## src/verilog/tape_ctrl_regs.vh

```
// constants for the tape controller status and spacing block
// included by the controller design file; no definitions of logic here
`ifndef TAPE_CTRL_REGS_VH
`define TAPE_CTRL_REGS_VH
// extended status bit positions (bit 0 is the lsb of the word)
`define XS_ERR        15
`define XS_RUNAWAY    14
`define XS_FALSE_GAP  13
`define XS_CORR_LATE  11
`define XS_FIELD_HI   10
`define XS_FIELD_LO   8
`define XS_OVERFLOW   7
`define XS_WEAK       6
`define XS_SKEW       5
`define XS_CHECK      4
`define XS_ONE_TRACK  3
`define XS_POSTAMBLE  2
`define XS_FORMAT     1
`define XS_PE_MODE    0
// mask of bits that feed the summary error bit: host bits 2..6, 11, 13
`define XS_ERR_MASK   16'h287c
// primary status bit positions used here
`define PS_EOT        9
`define PS_EOF        8
`define PS_BOT        7
`define PS_ERR        15
// reset values
`define RST_WORD      16'h0000
// runaway time in milliseconds and clock period in ns
`define RUNAWAY_MS    3000
`define CLK_NS        25
`endif

```

## src/verilog/drive_scan.v

```verilog
// status check scanner: watches six flags of each of eight drives
// assumes drive flags are already synchronised to mclk
`timescale 1ns/1ps
module drive_scan
#(
    parameter UNITS = 8
)
(
    input  wire                mclk,
    input  wire                nrst,
    input  wire                scan_on,
    input  wire [6*UNITS-1:0]  unit_flags,
    input  wire                ack,
    output wire                change,
    output reg  [2:0]          change_unit
);
    reg  [6*UNITS-1:0] seen_r;
    reg                pend_r;
    reg  [2:0]         idx_r;
    wire [5:0]         cur;
    wire [5:0]         old;
    assign cur    = unit_flags[idx_r*6 +: 6];
    assign old    = seen_r[idx_r*6 +: 6];
    assign change = scan_on & ~pend_r & (cur != old);
    always @(posedge mclk or negedge nrst)
    begin
        if (!nrst)
        begin
            seen_r      <= {6*UNITS{1'b0}};
            pend_r      <= 1'b0;
            idx_r       <= 3'h0;
            change_unit <= 3'h0;
        end
        else if (!scan_on)
        begin
            seen_r <= {6*UNITS{1'b0}};
            pend_r <= 1'b0;
            idx_r  <= 3'h0;
        end
        else if (pend_r)
        begin
            if (ack)
                pend_r <= 1'b0;
        end
        else
        begin
            if (cur != old)
            begin
                pend_r      <= 1'b1;
                change_unit <= idx_r;
                seen_r[idx_r*6 +: 6] <= cur;
            end
            idx_r <= (idx_r == UNITS-1) ? 3'h0 : idx_r + 3'h1;
        end
    end
endmodule // drive_scan

```

## src/verilog/tape_ctrl.v

```verilog
// tape controller: extended status, address and count, spacing, status check
// assumes io bus strobes are mclk-synchronous; tape events come from pins
`timescale 1ns/1ps
`include "tape_ctrl_regs.vh"
module tape_ctrl
#(
    parameter UNITS          = 8,
    parameter RUNAWAY_CYCLES = `RUNAWAY_MS * (1000000 / `CLK_NS)
)
(
    input  wire                mclk,
    input  wire                nrst,
    input  wire                io_clear,
    input  wire                io_start,
    input  wire [15:0]         io_data,
    input  wire                write_output_a,
    input  wire                write_output_b,
    input  wire                write_output_c,
    input  wire                read_input_b,
    input  wire                read_input_c,
    output reg  [15:0]         rd_data,
    input  wire                chan_word,
    input  wire                rec_end,
    input  wire                tape_moving,
    input  wire                ev_false_gap,
    input  wire                ev_corr_late,
    input  wire                ev_retry,
    input  wire                ev_long_rec,
    input  wire                ev_weak,
    input  wire                ev_skew,
    input  wire                ev_check,
    input  wire                ev_one_track,
    input  wire                ev_postamble,
    input  wire                ev_format,
    input  wire                pe_mode,
    input  wire                ev_file_mark,
    input  wire                ev_eot,
    input  wire                ev_bot,
    input  wire                op_finish,
    input  wire [6*UNITS-1:0]  unit_flags,
    output wire [15:0]         transfer_memory_address,
    output reg                 busy,
    output reg                 done,
    output reg                 scan_irq,
    output reg  [15:0]         primary_flags
);
    localparam [3:0] ST_IDLE  = 4'b0001;
    localparam [3:0] ST_XFER  = 4'b0010;
    localparam [3:0] ST_SPACE = 4'b0100;
    localparam [3:0] ST_OTHER = 4'b1000;
    localparam [4:0] CMD_REWIND = 5'b00001;
    localparam [4:0] CMD_CTRL   = 5'b00010;
    localparam [4:0] CMD_SPF    = 5'b00011;
    localparam [4:0] CMD_SPR    = 5'b00100;
    localparam [4:0] CMD_UNLOAD = 5'b10001;
    localparam [31:0] RUN_LIM = RUNAWAY_CYCLES;

    reg  [3:0]  state_r;
    reg  [15:0] cmd_r;
    reg  [15:0] addr_r;
    reg  [15:0] count_r;
    reg  [15:0] xs_r;
    reg         space_wrap_r;
    reg  [31:0] run_cnt_r;
    reg  [2:0]  retry_r;
    reg         scan_on_r;
    reg         scan_seen_r;
    reg  [2:0]  file_sync_r;
    reg  [2:0]  file_sync2_r;
    wire        scan_change;
    wire [2:0]  scan_unit;
    wire        clr_int;
    wire [15:0] xs_view;
    wire [4:0]  cmd_field;
    wire        stop_mark;

    // command field with the ignored bit masked out
    function [4:0] cmd_of;
        input [15:0] w;
        begin
            cmd_of = {w[7], 1'b0, w[5:3]};
        end
    endfunction

    // space-terminating pins pass two flip-flops
    always @(posedge mclk or negedge nrst)
    begin
        if (!nrst)
        begin
            file_sync_r  <= 3'h0;
            file_sync2_r <= 3'h0;
        end
        else
        begin
            file_sync_r  <= {ev_file_mark, ev_eot, ev_bot};
            file_sync2_r <= file_sync_r;
        end
    end

    assign cmd_field = cmd_of(cmd_r);
    assign stop_mark = |file_sync2_r;
    assign clr_int   = write_output_a & io_data[15];
    assign transfer_memory_address = addr_r;

    // unit/retry field; the summary bit is formed at read time
    assign xs_view = {xs_r[15], xs_r[14:12], xs_r[11],
                      scan_seen_r ? scan_unit : retry_r,
                      xs_r[7:0]};

    drive_scan #(
        .UNITS       (UNITS)
    ) u_scan (
        .mclk        (mclk),
        .nrst        (nrst),
        .scan_on     (scan_on_r),
        .unit_flags  (unit_flags),
        .ack         (clr_int),
        .change      (scan_change),
        .change_unit (scan_unit)
    );

    // register reads
    always @*
    begin
        rd_data = `RST_WORD;
        if (read_input_c)
            rd_data = {|(xs_view & `XS_ERR_MASK), xs_view[14:0]};
        else if (read_input_b)
            rd_data = addr_r;
    end

    // operation sequencing
    always @(posedge mclk or negedge nrst)
    begin
        if (!nrst)
        begin
            state_r       <= ST_IDLE;
            cmd_r         <= `RST_WORD;
            addr_r        <= `RST_WORD;
            count_r       <= `RST_WORD;
            xs_r          <= `RST_WORD;
            space_wrap_r  <= 1'b0;
            run_cnt_r     <= 32'h0;
            retry_r       <= 3'h0;
            scan_on_r     <= 1'b0;
            scan_seen_r   <= 1'b0;
            scan_irq      <= 1'b0;
            busy          <= 1'b0;
            done          <= 1'b0;
            primary_flags <= `RST_WORD;
        end
        else if (io_clear)
        begin
            state_r       <= ST_IDLE;
            cmd_r         <= `RST_WORD;
            addr_r        <= `RST_WORD;
            xs_r          <= `RST_WORD;
            retry_r       <= 3'h0;
            run_cnt_r     <= 32'h0;
            scan_on_r     <= 1'b0;
            scan_seen_r   <= 1'b0;
            scan_irq      <= 1'b0;
            busy          <= 1'b0;
            done          <= 1'b0;
            primary_flags <= `RST_WORD;
        end
        else
        begin
            // command load; clear-only form keeps the command
            if (write_output_a && !io_data[15])
                cmd_r <= io_data;
            if (write_output_a && cmd_of(io_data) == CMD_CTRL)
            begin
                scan_on_r <= io_data[10];
                if (io_data[10] && !scan_on_r)
                    scan_irq <= 1'b1;
            end
            if (write_output_b)
                addr_r <= io_data;
            if (write_output_c)
                count_r <= {io_data[14], io_data[14:0]};

            // status change interrupt, set wins over clear
            if (scan_change && scan_on_r)
            begin
                scan_irq    <= 1'b1;
                scan_seen_r <= 1'b1;
            end
            else if (clr_int)
                scan_irq <= 1'b0;

            // error capture
            xs_r[`XS_PE_MODE] <= pe_mode;
            if (state_r != ST_IDLE)
            begin
                if (ev_false_gap) xs_r[`XS_FALSE_GAP] <= 1'b1;
                if (ev_corr_late) xs_r[`XS_CORR_LATE] <= 1'b1;
                if (ev_long_rec)  xs_r[`XS_OVERFLOW]  <= 1'b1;
                if (ev_weak)      xs_r[`XS_WEAK]      <= 1'b1;
                if (ev_skew)      xs_r[`XS_SKEW]      <= 1'b1;
                if (ev_check)     xs_r[`XS_CHECK]     <= 1'b1;
                if (ev_one_track && pe_mode)
                    xs_r[`XS_ONE_TRACK] <= 1'b1;
                if (ev_postamble) xs_r[`XS_POSTAMBLE] <= 1'b1;
                if (ev_format)    xs_r[`XS_FORMAT]    <= 1'b1;
                if (ev_retry && retry_r != 3'h7)
                    retry_r <= retry_r + 3'h1;
            end

            // runaway timer during motion
            if ((state_r == ST_XFER || state_r == ST_SPACE) && tape_moving)
            begin
                if (rec_end)
                    run_cnt_r <= 32'h0;
                else if (run_cnt_r >= RUN_LIM - 32'h1)
                    xs_r[`XS_RUNAWAY] <= 1'b1;
                else
                    run_cnt_r <= run_cnt_r + 32'h1;
            end

            case (state_r)
                ST_IDLE:
                begin
                    if (io_start)
                    begin
                        done        <= 1'b0;
                        busy        <= cmd_field != CMD_REWIND &&
                                       cmd_field != CMD_UNLOAD;
                        run_cnt_r   <= 32'h0;
                        retry_r     <= 3'h0;
                        scan_seen_r <= 1'b0;
                        primary_flags <= `RST_WORD;
                        if (cmd_field == CMD_SPF || cmd_field == CMD_SPR)
                        begin
                            state_r      <= ST_SPACE;
                            space_wrap_r <= count_r == 16'h0000;
                        end
                        else if (cmd_field[3:0] == 4'b0000 || cmd_field == 5'b00101)
                            state_r <= ST_XFER;
                        else if (cmd_field == CMD_REWIND || cmd_field == CMD_UNLOAD)
                            state_r <= ST_IDLE;
                        else
                            state_r <= ST_OTHER;
                    end
                end
                ST_XFER:
                begin
                    if (chan_word)
                    begin
                        addr_r  <= addr_r + 16'h0001;
                        count_r <= count_r + 16'h0001;
                    end
                    if (op_finish)
                    begin
                        state_r <= ST_IDLE;
                        busy    <= 1'b0;
                        done    <= 1'b1;
                    end
                end
                ST_SPACE:
                begin
                    if (stop_mark)
                    begin
                        primary_flags[`PS_EOF] <= file_sync2_r[2];
                        primary_flags[`PS_EOT] <= file_sync2_r[1];
                        primary_flags[`PS_BOT] <= file_sync2_r[0];
                        primary_flags[`PS_ERR] <= |file_sync2_r;
                        state_r <= ST_IDLE;
                        busy    <= 1'b0;
                        done    <= 1'b1;
                    end
                    else if (rec_end)
                    begin
                        count_r      <= count_r + 16'h0001;
                        space_wrap_r <= 1'b0;
                        if (count_r == 16'hffff && !space_wrap_r)
                        begin
                            state_r <= ST_IDLE;
                            busy    <= 1'b0;
                            done    <= 1'b1;
                        end
                    end
                end
                ST_OTHER:
                begin
                    if (op_finish)
                    begin
                        state_r <= ST_IDLE;
                        busy    <= 1'b0;
                        done    <= 1'b1;
                    end
                end
                default:
                    state_r <= ST_IDLE;
            endcase
        end
    end
endmodule // tape_ctrl

```

## config.mk

```make
export PLATFORM = sky130hd
export DESIGN_NAME = tape_ctrl
export DESIGN_NICKNAME = d
export VERILOG_FILES = /design/src/verilog/drive_scan.v /design/src/verilog/tape_ctrl.v
export VERILOG_INCLUDE_DIRS = /design/src /design/src/verilog
export SDC_FILE = /design/constraint.sdc
export NUM_CORES = 1
export LEC_CHECK = 0
export BUFFER_PORTS_ARGS = -buffer_cell sky130_fd_sc_hd__buf_4
export CAP_MARGIN = 40
export CELL_PAD_IN_SITES_DETAIL_PLACEMENT = 2
export CELL_PAD_IN_SITES_GLOBAL_PLACEMENT = 2
export CORE_ASPECT_RATIO = 1.4
export CORE_UTILIZATION = 36
export CTS_CLUSTER_SIZE = 10
export DETAILED_ROUTE_END_ITERATION = 8
export PLACE_DENSITY_LB_ADDON = 0.1
export SETUP_SLACK_MARGIN = 0.3
export SLEW_MARGIN = 10
export SYNTH_ARGS = -nofsm -noshare
export SYNTH_HDL_FRONTEND = slang
export SYNTH_SLANG_ARGS = --single-unit
export TNS_END_PERCENT = 1
```

## constraint.sdc

```tcl
create_clock -name mclk -period 4.8 [get_ports mclk]
set_input_delay 0.48 -clock mclk [delete_from_list [all_inputs] [get_ports mclk]]
set_output_delay 0.48 -clock mclk [all_outputs]
set_load 0.03 [all_outputs]
```

==> results of run 1 <==
flip-flops by register name (all words and copies together) (netlist names):
signal / flops
busy: 1
cmd_r: 4
count_r: 16
done: 1
file_sync2_r: 3
file_sync_r: 3
primary_flags: 4
retry_r: 3
run_cnt_r: 32
scan_irq: 1
scan_on_r: 1
scan_seen_r: 1
space_wrap_r: 1
state_r: 4
transfer_memory_address: 16
u_scan.change_unit: 3
u_scan.idx_r: 3
u_scan.pend_r: 1
u_scan.seen_r: 48
xs_r: 11
metal layers:
| metal | vias to the layer above | global-route usage [%] | routed length, um |
|---|---|---|---|
| met4 | 0 | 14.0 | 1770 |
| met3 | 75 | 4.08 | 1120 |
| met2 | 200 | 48.5 | 19200 |
| li1 | 4185 | - | - |
| met5 | - | 0 | 0 |
| met1 | 4628 | 29.7 | 14300 |
path summary, 6_finish.rpt:
| kind | slack (ns) | cells after the start | end |
|---|---|---|---|
| min in group asynchronous | 0.51 | 2 | run_cnt_r[18] |
| max in group asynchronous | 3.23 | 4 | scan_on_r |
| min | 0.14 | 1 | file_sync_r[2] |
| max reg2reg | 0.74 | 9 | u_scan.seen_r[2] |
| max | 0.74 | 9 | u_scan.seen_r[2] |
| min reg2reg | 0.35 | 0 | file_sync2_r[0] |
kinds of logic (layout without fill, tap and decap cells):
group	after synthesis	count (layout)	synth area share (%)
AO/OA/AOI/OAI	238	238	15.1
buffers and inverters	99	201	4.81
multiplexers	114	114	14.7
adder cells (fa/ha/maj)	14	14	1.81
AND/OR/NAND/NOR	454	454	22.4
other	1	12	0.0372
flip-flops	157	157	39.0
XOR/XNOR	25	25	2.17
layout make-up:
class | instances | share of cell area (%)
flip-flops and latches | 157 | 32.9
multi-input cells | 857 | 47.7
well taps | 370 | 3.87
clock inverters | 14 | 1.54
repair buffers | 148 | 9.68
clock buffers | 18 | 3.67
inverters | 21 | 0.659
repair_timing:
| action | CTS | global route |
|---|---|---|
| hold endpoints to repair | 38 | 0 |
| setup buffers | 0 | 0 |
| hold buffers | 1 | 0 |
metrics by stage:
stage / setup slack [ns] / hold WS, ns
global placement: 0.908 / 0.333
finish: 0.744 / 0.135
global route: 0.431 / 0.113
CTS: 0.717 / 0.112
floorplan: 1.32 / 0.184
detailed placement: 0.734 / 0.337
synthesized netlist by cell type (all sizes together) (3+ instances only):
master  count  area share [%]
dfrtp     156              39
nand2     154             5.7
nor2      103             3.9
mux2i      76             7.7
a21oi      73             3.6
o21ai      57             2.8
clkbuf     47             1.8
nand3      47             2.7
buf        31             2.3
nor3       29             1.6
mux4       24             5.4
or3        22             1.4
inv        21            0.78
nand4      18             1.5
and3       16             1.0
o22a       16             1.4
a31oi      15             1.1
mux2       14             1.6
ha         13             1.6
xor2       13             1.1
a211oi     12            0.89
xnor2      12             1.0
nor3b      10            0.79
o22ai      10            0.62
nor2b       9            0.56
and2        8            0.50
nand2b      8            0.50
nor4        7            0.43
or4         7            0.52
a22oi       6            0.45
o21a        6            0.45
a22o        5            0.43
nor4b       5            0.43
o31ai       5            0.37
and4        4            0.35
a21o        3            0.22
a32oi       3            0.26
o41ai       3            0.26
or2         3            0.19
power by group through the flow:
stage               logic, W  registers, W  clock network [W]
finish              0.000783       0.00154            0.00146
global route        0.000856       0.00156            0.00155
CTS                 0.000797       0.00154            0.00151
detailed placement  0.000789       0.00156                  0
global placement    0.000761       0.00156                  0
floorplan           0.000465       0.00155                  0
worst register-to-register path, stage by stage (launching register included):
cell and delay [ns]:
dfrtp_1 0.66, ha_1 0.45, fa_1 0.42, xnor2_1 0.47
and3_1 0.27, ha_1 0.40, nand2_1 0.34, o21ai_0 0.36
nand3_1 0.17, o311a_1 0.40
==> results.yml, run 1 <==
run_status:
  status: "completed"
global_routing:
  grt_pass1_vias: 9972
  grt_max_degree: 72
  grt_usage_pct: 26.6
  grt.overflow.total: 0
  antenna_found_initial: 0
  grt_first_pass_wirelength_um: 56900
routing:
  drc_errors: 0
  routedWlPerCell_um: 23.0
  ant_nets: 0
  drt_iter0_markers: 318
  num_vias: 9088
  viasPerCell: 5.73
  firstDrtPassIters: 4
  totalWireLength_um: 36400
finish:
  fill_cells: 3114
  synthToLayoutAreaGrowth_pct: 18.7
  final_area_sq_um: 12000
  stdcell_count: 1585
  utilization_pct: 43.4
  drive_above_1_share_pct: 20.6
  regArea_sq_um: 3930
  antennaDiodeCount: 0
  fin_nets: 1307
  final_common_cell: "nand2_1"
  final_cell_mix: "nand2_1 (154), dfrtp_1 (153), buf_4 (143)"
  multi_input_area_sq_um: 5700
critical_path:
  crit_buf_inv: 0
  startpoint_type: "flip-flop"
  critPathMostFrequentCell: "ha_1"
  critPathMaxFanout: 17
  timing.critical_path.from: "u_scan.idx_r[0]"
  crit_slowest_cell: "dfrtp_1"
  path_delay_family: "adder cells"
  rr_startpoint: "u_scan.idx_r[0]"
  endpoint_kind: "flip-flop"
  cp.required_ns: 5.13
  max_stage_delay_ns: 0.66
  cp_cell_sequence: "ha_1 > fa_1 > xnor2_1 > and3_1 > ha_1 > nand2_1 > o21ai_0 > nand3_1 > o311a_1"
  critPathKind: "flip-flop to flip-flop"
  arrival_ns: 4.39
sta:
  fin_skew_ns: 0.0105
  rsz0062_at_grt: "false"
  hold_violations: 0
  post-route-period-util_pct: 84.5
  tightestPinTransition_ns: 0.807
  setup_viol: 0
  slew_violations: 0
  clock.fmax_mhz: 247
  tns_ns: 0
  post-route-min-period_ns: 4.06
  max_slew_margin_pct: 45.8
clock_network:
  htreeDepth: 4
  cts-buffers-inserted: 17
  clock_latency_ns: 0.45
  cts_tree: "built"
  clockBufferDepth: 2
  clk_pin_slew_ns: 0.07
  cts_num_sinks: 157
  clockRootBuffer: "clkbuf_16"
  cts_resized: 0
synthesis:
  ys_seq_area_share_pct: 39.0
  ys_warn_count: 0
  syn_inst: 1102
  syn-cell-area_sq_um: 10100
  yosysUniqueCellTypes: 78
  synth_top_flop_cell: "dfrtp_1"
  avgSynthCellArea_sq_um: 9.14
  synth_edf_count: 0
  synthArstFlopShare_pct: 100
  yosys_register_bits: 157
power:
  p_seq_share_pct: 40.7
  power.total_w: 0.00379
  clock_power_share_pct: 38.6
  power.switching_w: 0.00123
  p_leak_nw: 5.32
  vdd_drop_max_mv: 0.251
  power.density_nw_per_um2: 317
  comb_power_share_pct: 20.7
  sw_frac_of_total_pct: 32.4
  p_int_w: 0.00256
placed_design:
  dp_cells: 1552
  hpwlAfterDp_um: 27300
  gp_congestion: 0.907
  place_area_sq_um: 11300
  portBuffers: 129
die:
  dieArea_sq_um: 28700
  ios: 142
  num_rows: 72
  initial_utilization_pct: 36.6
  fp.coreArea_sq_um: 27600
  dieWidth_um: 143
  die_y_um: 200
hold_path:
  worstHoldPathType: "input pin to flip-flop"
  min-delay-start: "ev_file_mark"
job:
  max_cap_violations: 0
Power figures use the tool's default switching activity.
==> run 2, diff against run 1 <==
--- a/config.mk
+++ b/config.mk
@@ -6,12 +6,13 @@
 export SDC_FILE = /design/constraint.sdc
 export NUM_CORES = 1
 export LEC_CHECK = 0
+export ABC_AREA = 1
 export BUFFER_PORTS_ARGS = -buffer_cell sky130_fd_sc_hd__buf_4
 export CAP_MARGIN = 40
 export CELL_PAD_IN_SITES_DETAIL_PLACEMENT = 2
 export CELL_PAD_IN_SITES_GLOBAL_PLACEMENT = 2
 export CORE_ASPECT_RATIO = 1.4
-export CORE_UTILIZATION = 36
+export CORE_UTILIZATION = 29
 export CTS_CLUSTER_SIZE = 10
 export DETAILED_ROUTE_END_ITERATION = 8
 export PLACE_DENSITY_LB_ADDON = 0.1
==> constraint.sdc (replaced) <==
create_clock -name mclk -period 3.6 [get_ports mclk]
set_input_delay 0.36 -clock mclk [delete_from_list [all_inputs] [get_ports mclk]]
set_output_delay 0.36 -clock mclk [all_outputs]
set_load 0.03 [all_outputs]
==> results.yml, run 2 <==
run_status:
  status: "completed"
sta:
  tightestPinTransition_ns: 0.874
  clock.fmax_mhz: 311
  slew_violations: 0
  rsz0062_at_grt: "true"
  post-route-period-util_pct: 89.4
  hold_violations: 0
  fin_skew_ns: 0.0131
  setup_viol: 0
  max_slew_margin_pct: 41.7
  tns_ns: 0
  post-route-min-period_ns: 3.22
critical_path:
  cp.required_ns: 3.94
  path_delay_family: "simple AND/OR/NAND/NOR gates"
  critPathMaxFanout: 10
  max_stage_delay_ns: 0.60
  endpoint_kind: "flip-flop"
  cp_cell_sequence: "buf_6 > ha_2 > fa_2 > nor2_2 > nand2_1 > inv_1 > ha_1 > inv_1 > nand3_4 > o21ai_1 > nand3_1 > nor2_2 > nand3_1 > nand3_1 > nand2_1"
  arrival_ns: 3.56
  critPathMostFrequentCell: "nand3_1"
  critPathKind: "flip-flop to flip-flop"
  startpoint_type: "flip-flop"
  crit_buf_inv: 3
  crit_slowest_cell: "fa_2"
finish:
  antennaDiodeCount: 0
  fin_nets: 1974
  final_common_cell: "nand2_1"
  fill_cells: 4805
  final_area_sq_um: 13600
  reg_top3: "u_scan.seen_r: 48 flops, run_cnt_r: 32 flops"
  utilization_pct: 35.2
  largest_register_ff_count: 48
  final_cell_mix: "nand2_1 (477), inv_1 (246), nand3_1 (243)"
  drive_above_1_share_pct: 13.1
  synthToLayoutAreaGrowth_pct: 19.8
  regMostFlops: "u_scan.seen_r"
  multi_input_area_sq_um: 5990
  stdcell_count: 2404
  regArea_sq_um: 3930
synthesis:
  yosys_register_bits: 157
  syn-cell-area_sq_um: 11300
  yosysUniqueCellTypes: 49
  ys_seq_area_share_pct: 34.7
  yosysTopAreaCell: "dfrtp_1"
  avgSynthCellArea_sq_um: 6.45
  synth_common_cells: "nand2_1 (477), inv_1 (247), nand3_1 (243)"
  synth_edf_count: 0
  synthArstFlopShare_pct: 100
  synthTopCellsByArea: "dfrtp_1 (34%), nand2_1 (16%), nand3_1 (11%), inv_1 (8.2%), nor2_1 (5.1%)"
  synth_top_area_share_pct: 34.5
  yosysMostFrequentCell: "nand2_1"
  syn_inst: 1756
  ys_warn_count: 0
  synth_top_flop_cell: "dfrtp_1"
global_routing:
  grt.overflow.total: 0
  grt_max_degree: 76
  grt_usage_pct: 24.4
  antenna_found_initial: 0
  grt_first_pass_wirelength_um: 75300
  grt_pass1_vias: 13500
clock_network:
  clockBufferDepth: 2
  cts-buffers-inserted: 17
  htreeDepth: 4
  clk_pin_slew_ns: 0.07
  clockRootBuffer: "clkbuf_16"
  clock_latency_ns: 0.46
  cts_num_sinks: 157
  cts_tree: "built"
die:
  initial_utilization_pct: 29.4
  ios: 142
  fp.coreArea_sq_um: 38500
  num_rows: 85
  dieArea_sq_um: 39800
  die_y_um: 236
  dieWidth_um: 169
routing:
  routedWlPerCell_um: 19.6
  viasPerCell: 5.14
  num_vias: 12400
  firstDrtPassIters: 5
  totalWireLength_um: 47100
  drc_errors: 0
  drt_iter0_markers: 508
  ant_nets: 0
placed_design:
  hpwlAfterDp_um: 35900
  gp_congestion: 0.887
  dp_cells: 2362
  portBuffers: 129
  place_area_sq_um: 12800
power:
  clock_power_share_pct: 39.0
  comb_power_share_pct: 23.0
  sw_frac_of_total_pct: 34.1
  p_int_w: 0.00349
  p_seq_share_pct: 38.0
  vdd_drop_max_mv: 0.233
  power.density_nw_per_um2: 391
  p_leak_nw: 6.72
  power.switching_w: 0.00181
hold_path:
  worstHoldPathType: "input pin to flip-flop"
job:
  max_cap_violations: 0
run 2: changes by cell type in the layout (fill, tap and decap cells not counted), sizes merged, moves of 57 or more:
cell   before  now
nand3      47  250
mux2i      76    0
inv        26  260
nor2      103  160
nand2     154  484
o21ai      57  118
run 2: repair_timing:
| action | 4_1_cts | 5_1_grt |
|---|---|---|
| gates resized for setup | 2 | 18 |
| buffers inserted | 0 | 7 |
| endpoints found under the hold margin | 29 | 0 |
| hold buffers | 3 | 0 |
| setup endpoints to repair | 17 | 45 |
| pin swaps | 0 | 2 |
run 2: layout make-up:
class | instances | share of cell area (%)
well taps | 522 | 4.82
flip-flops and latches | 157 | 29.0
clock buffers | 19 | 3.27
repair buffers | 172 | 9.99
clock inverters | 13 | 1.50
inverters | 257 | 7.23
multi-input cells | 1264 | 44.2
run 2: stage by stage:
stage	total power, W	setup WS (ns)	hold WS, ns
2_1_floorplan	0.00275	0.666	0.0644
3_5_place_dp	0.00328	0.136	0.279
3_3_place_gp	0.00323	0.262	0.332
4_1_cts	0.00538	0.213	0.00445
6_report	0.00530	0.383	0.0244
5_1_grt	0.00555	0.279	0.00955
run 2: logic make-up (layout without fill, tap and decap cells):
kind of cell / after synthesis / in the layout / synth area share [%]
and+or+nand+nor: 975 / 975 / 37.6
adders and majority gates: 14 / 14 / 1.61
buffers and inverters: 346 / 461 / 13.1
xor gates and xnor gates: 11 / 11 / 0.851
other: 1 / 12 / 0.0331
DFF: 157 / 157 / 34.7
AOI/OAI and AO/OA: 252 / 252 / 12.2
run 2: layer usage:
| metal | up-vias | part of all wire (%) | GRT usage, % | wire (um) |
|---|---|---|---|---|
| met4 | 0 | 2.3 | 7.52 | 1070 |
| met5 | - | 0 | 0 | 0 |
| met3 | 49 | 2.9 | 3.36 | 1360 |
| met2 | 194 | 55 | 46.8 | 25700 |
| met1 | 6238 | 40 | 27.2 | 19000 |
| li1 | 5873 | - | - | - |
run 2: final timing paths:
kind | slack, ns | end | from | depth (start not counted)
setup / recovery | 0.38 | u_scan.seen_r[44] | u_scan.idx_r[1] | 15
hold / removal | 0.02 | file_sync_r[0] | ev_bot | 1
setup reg to reg | 0.38 | u_scan.seen_r[44] | u_scan.idx_r[1] | 15
hold reg to reg | 0.35 | file_sync2_r[2] | file_sync_r[2] | 0
max in group asynchronous | 2.30 | state_r[0] | nrst | 4
min in group asynchronous | 0.37 | u_scan.seen_r[1] | nrst | 2
run 2: power groups by stage:
stage	clock network (W)	registers [W]	logic [W]
final	0.00207	0.00201	0.00122
after global routing	0.00216	0.00203	0.00135
after CTS	0.00212	0.00202	0.00124
after detailed placement	0	0.00205	0.00123
after global placement	0	0.00204	0.00119
after floorplan	0	0.00206	0.000685
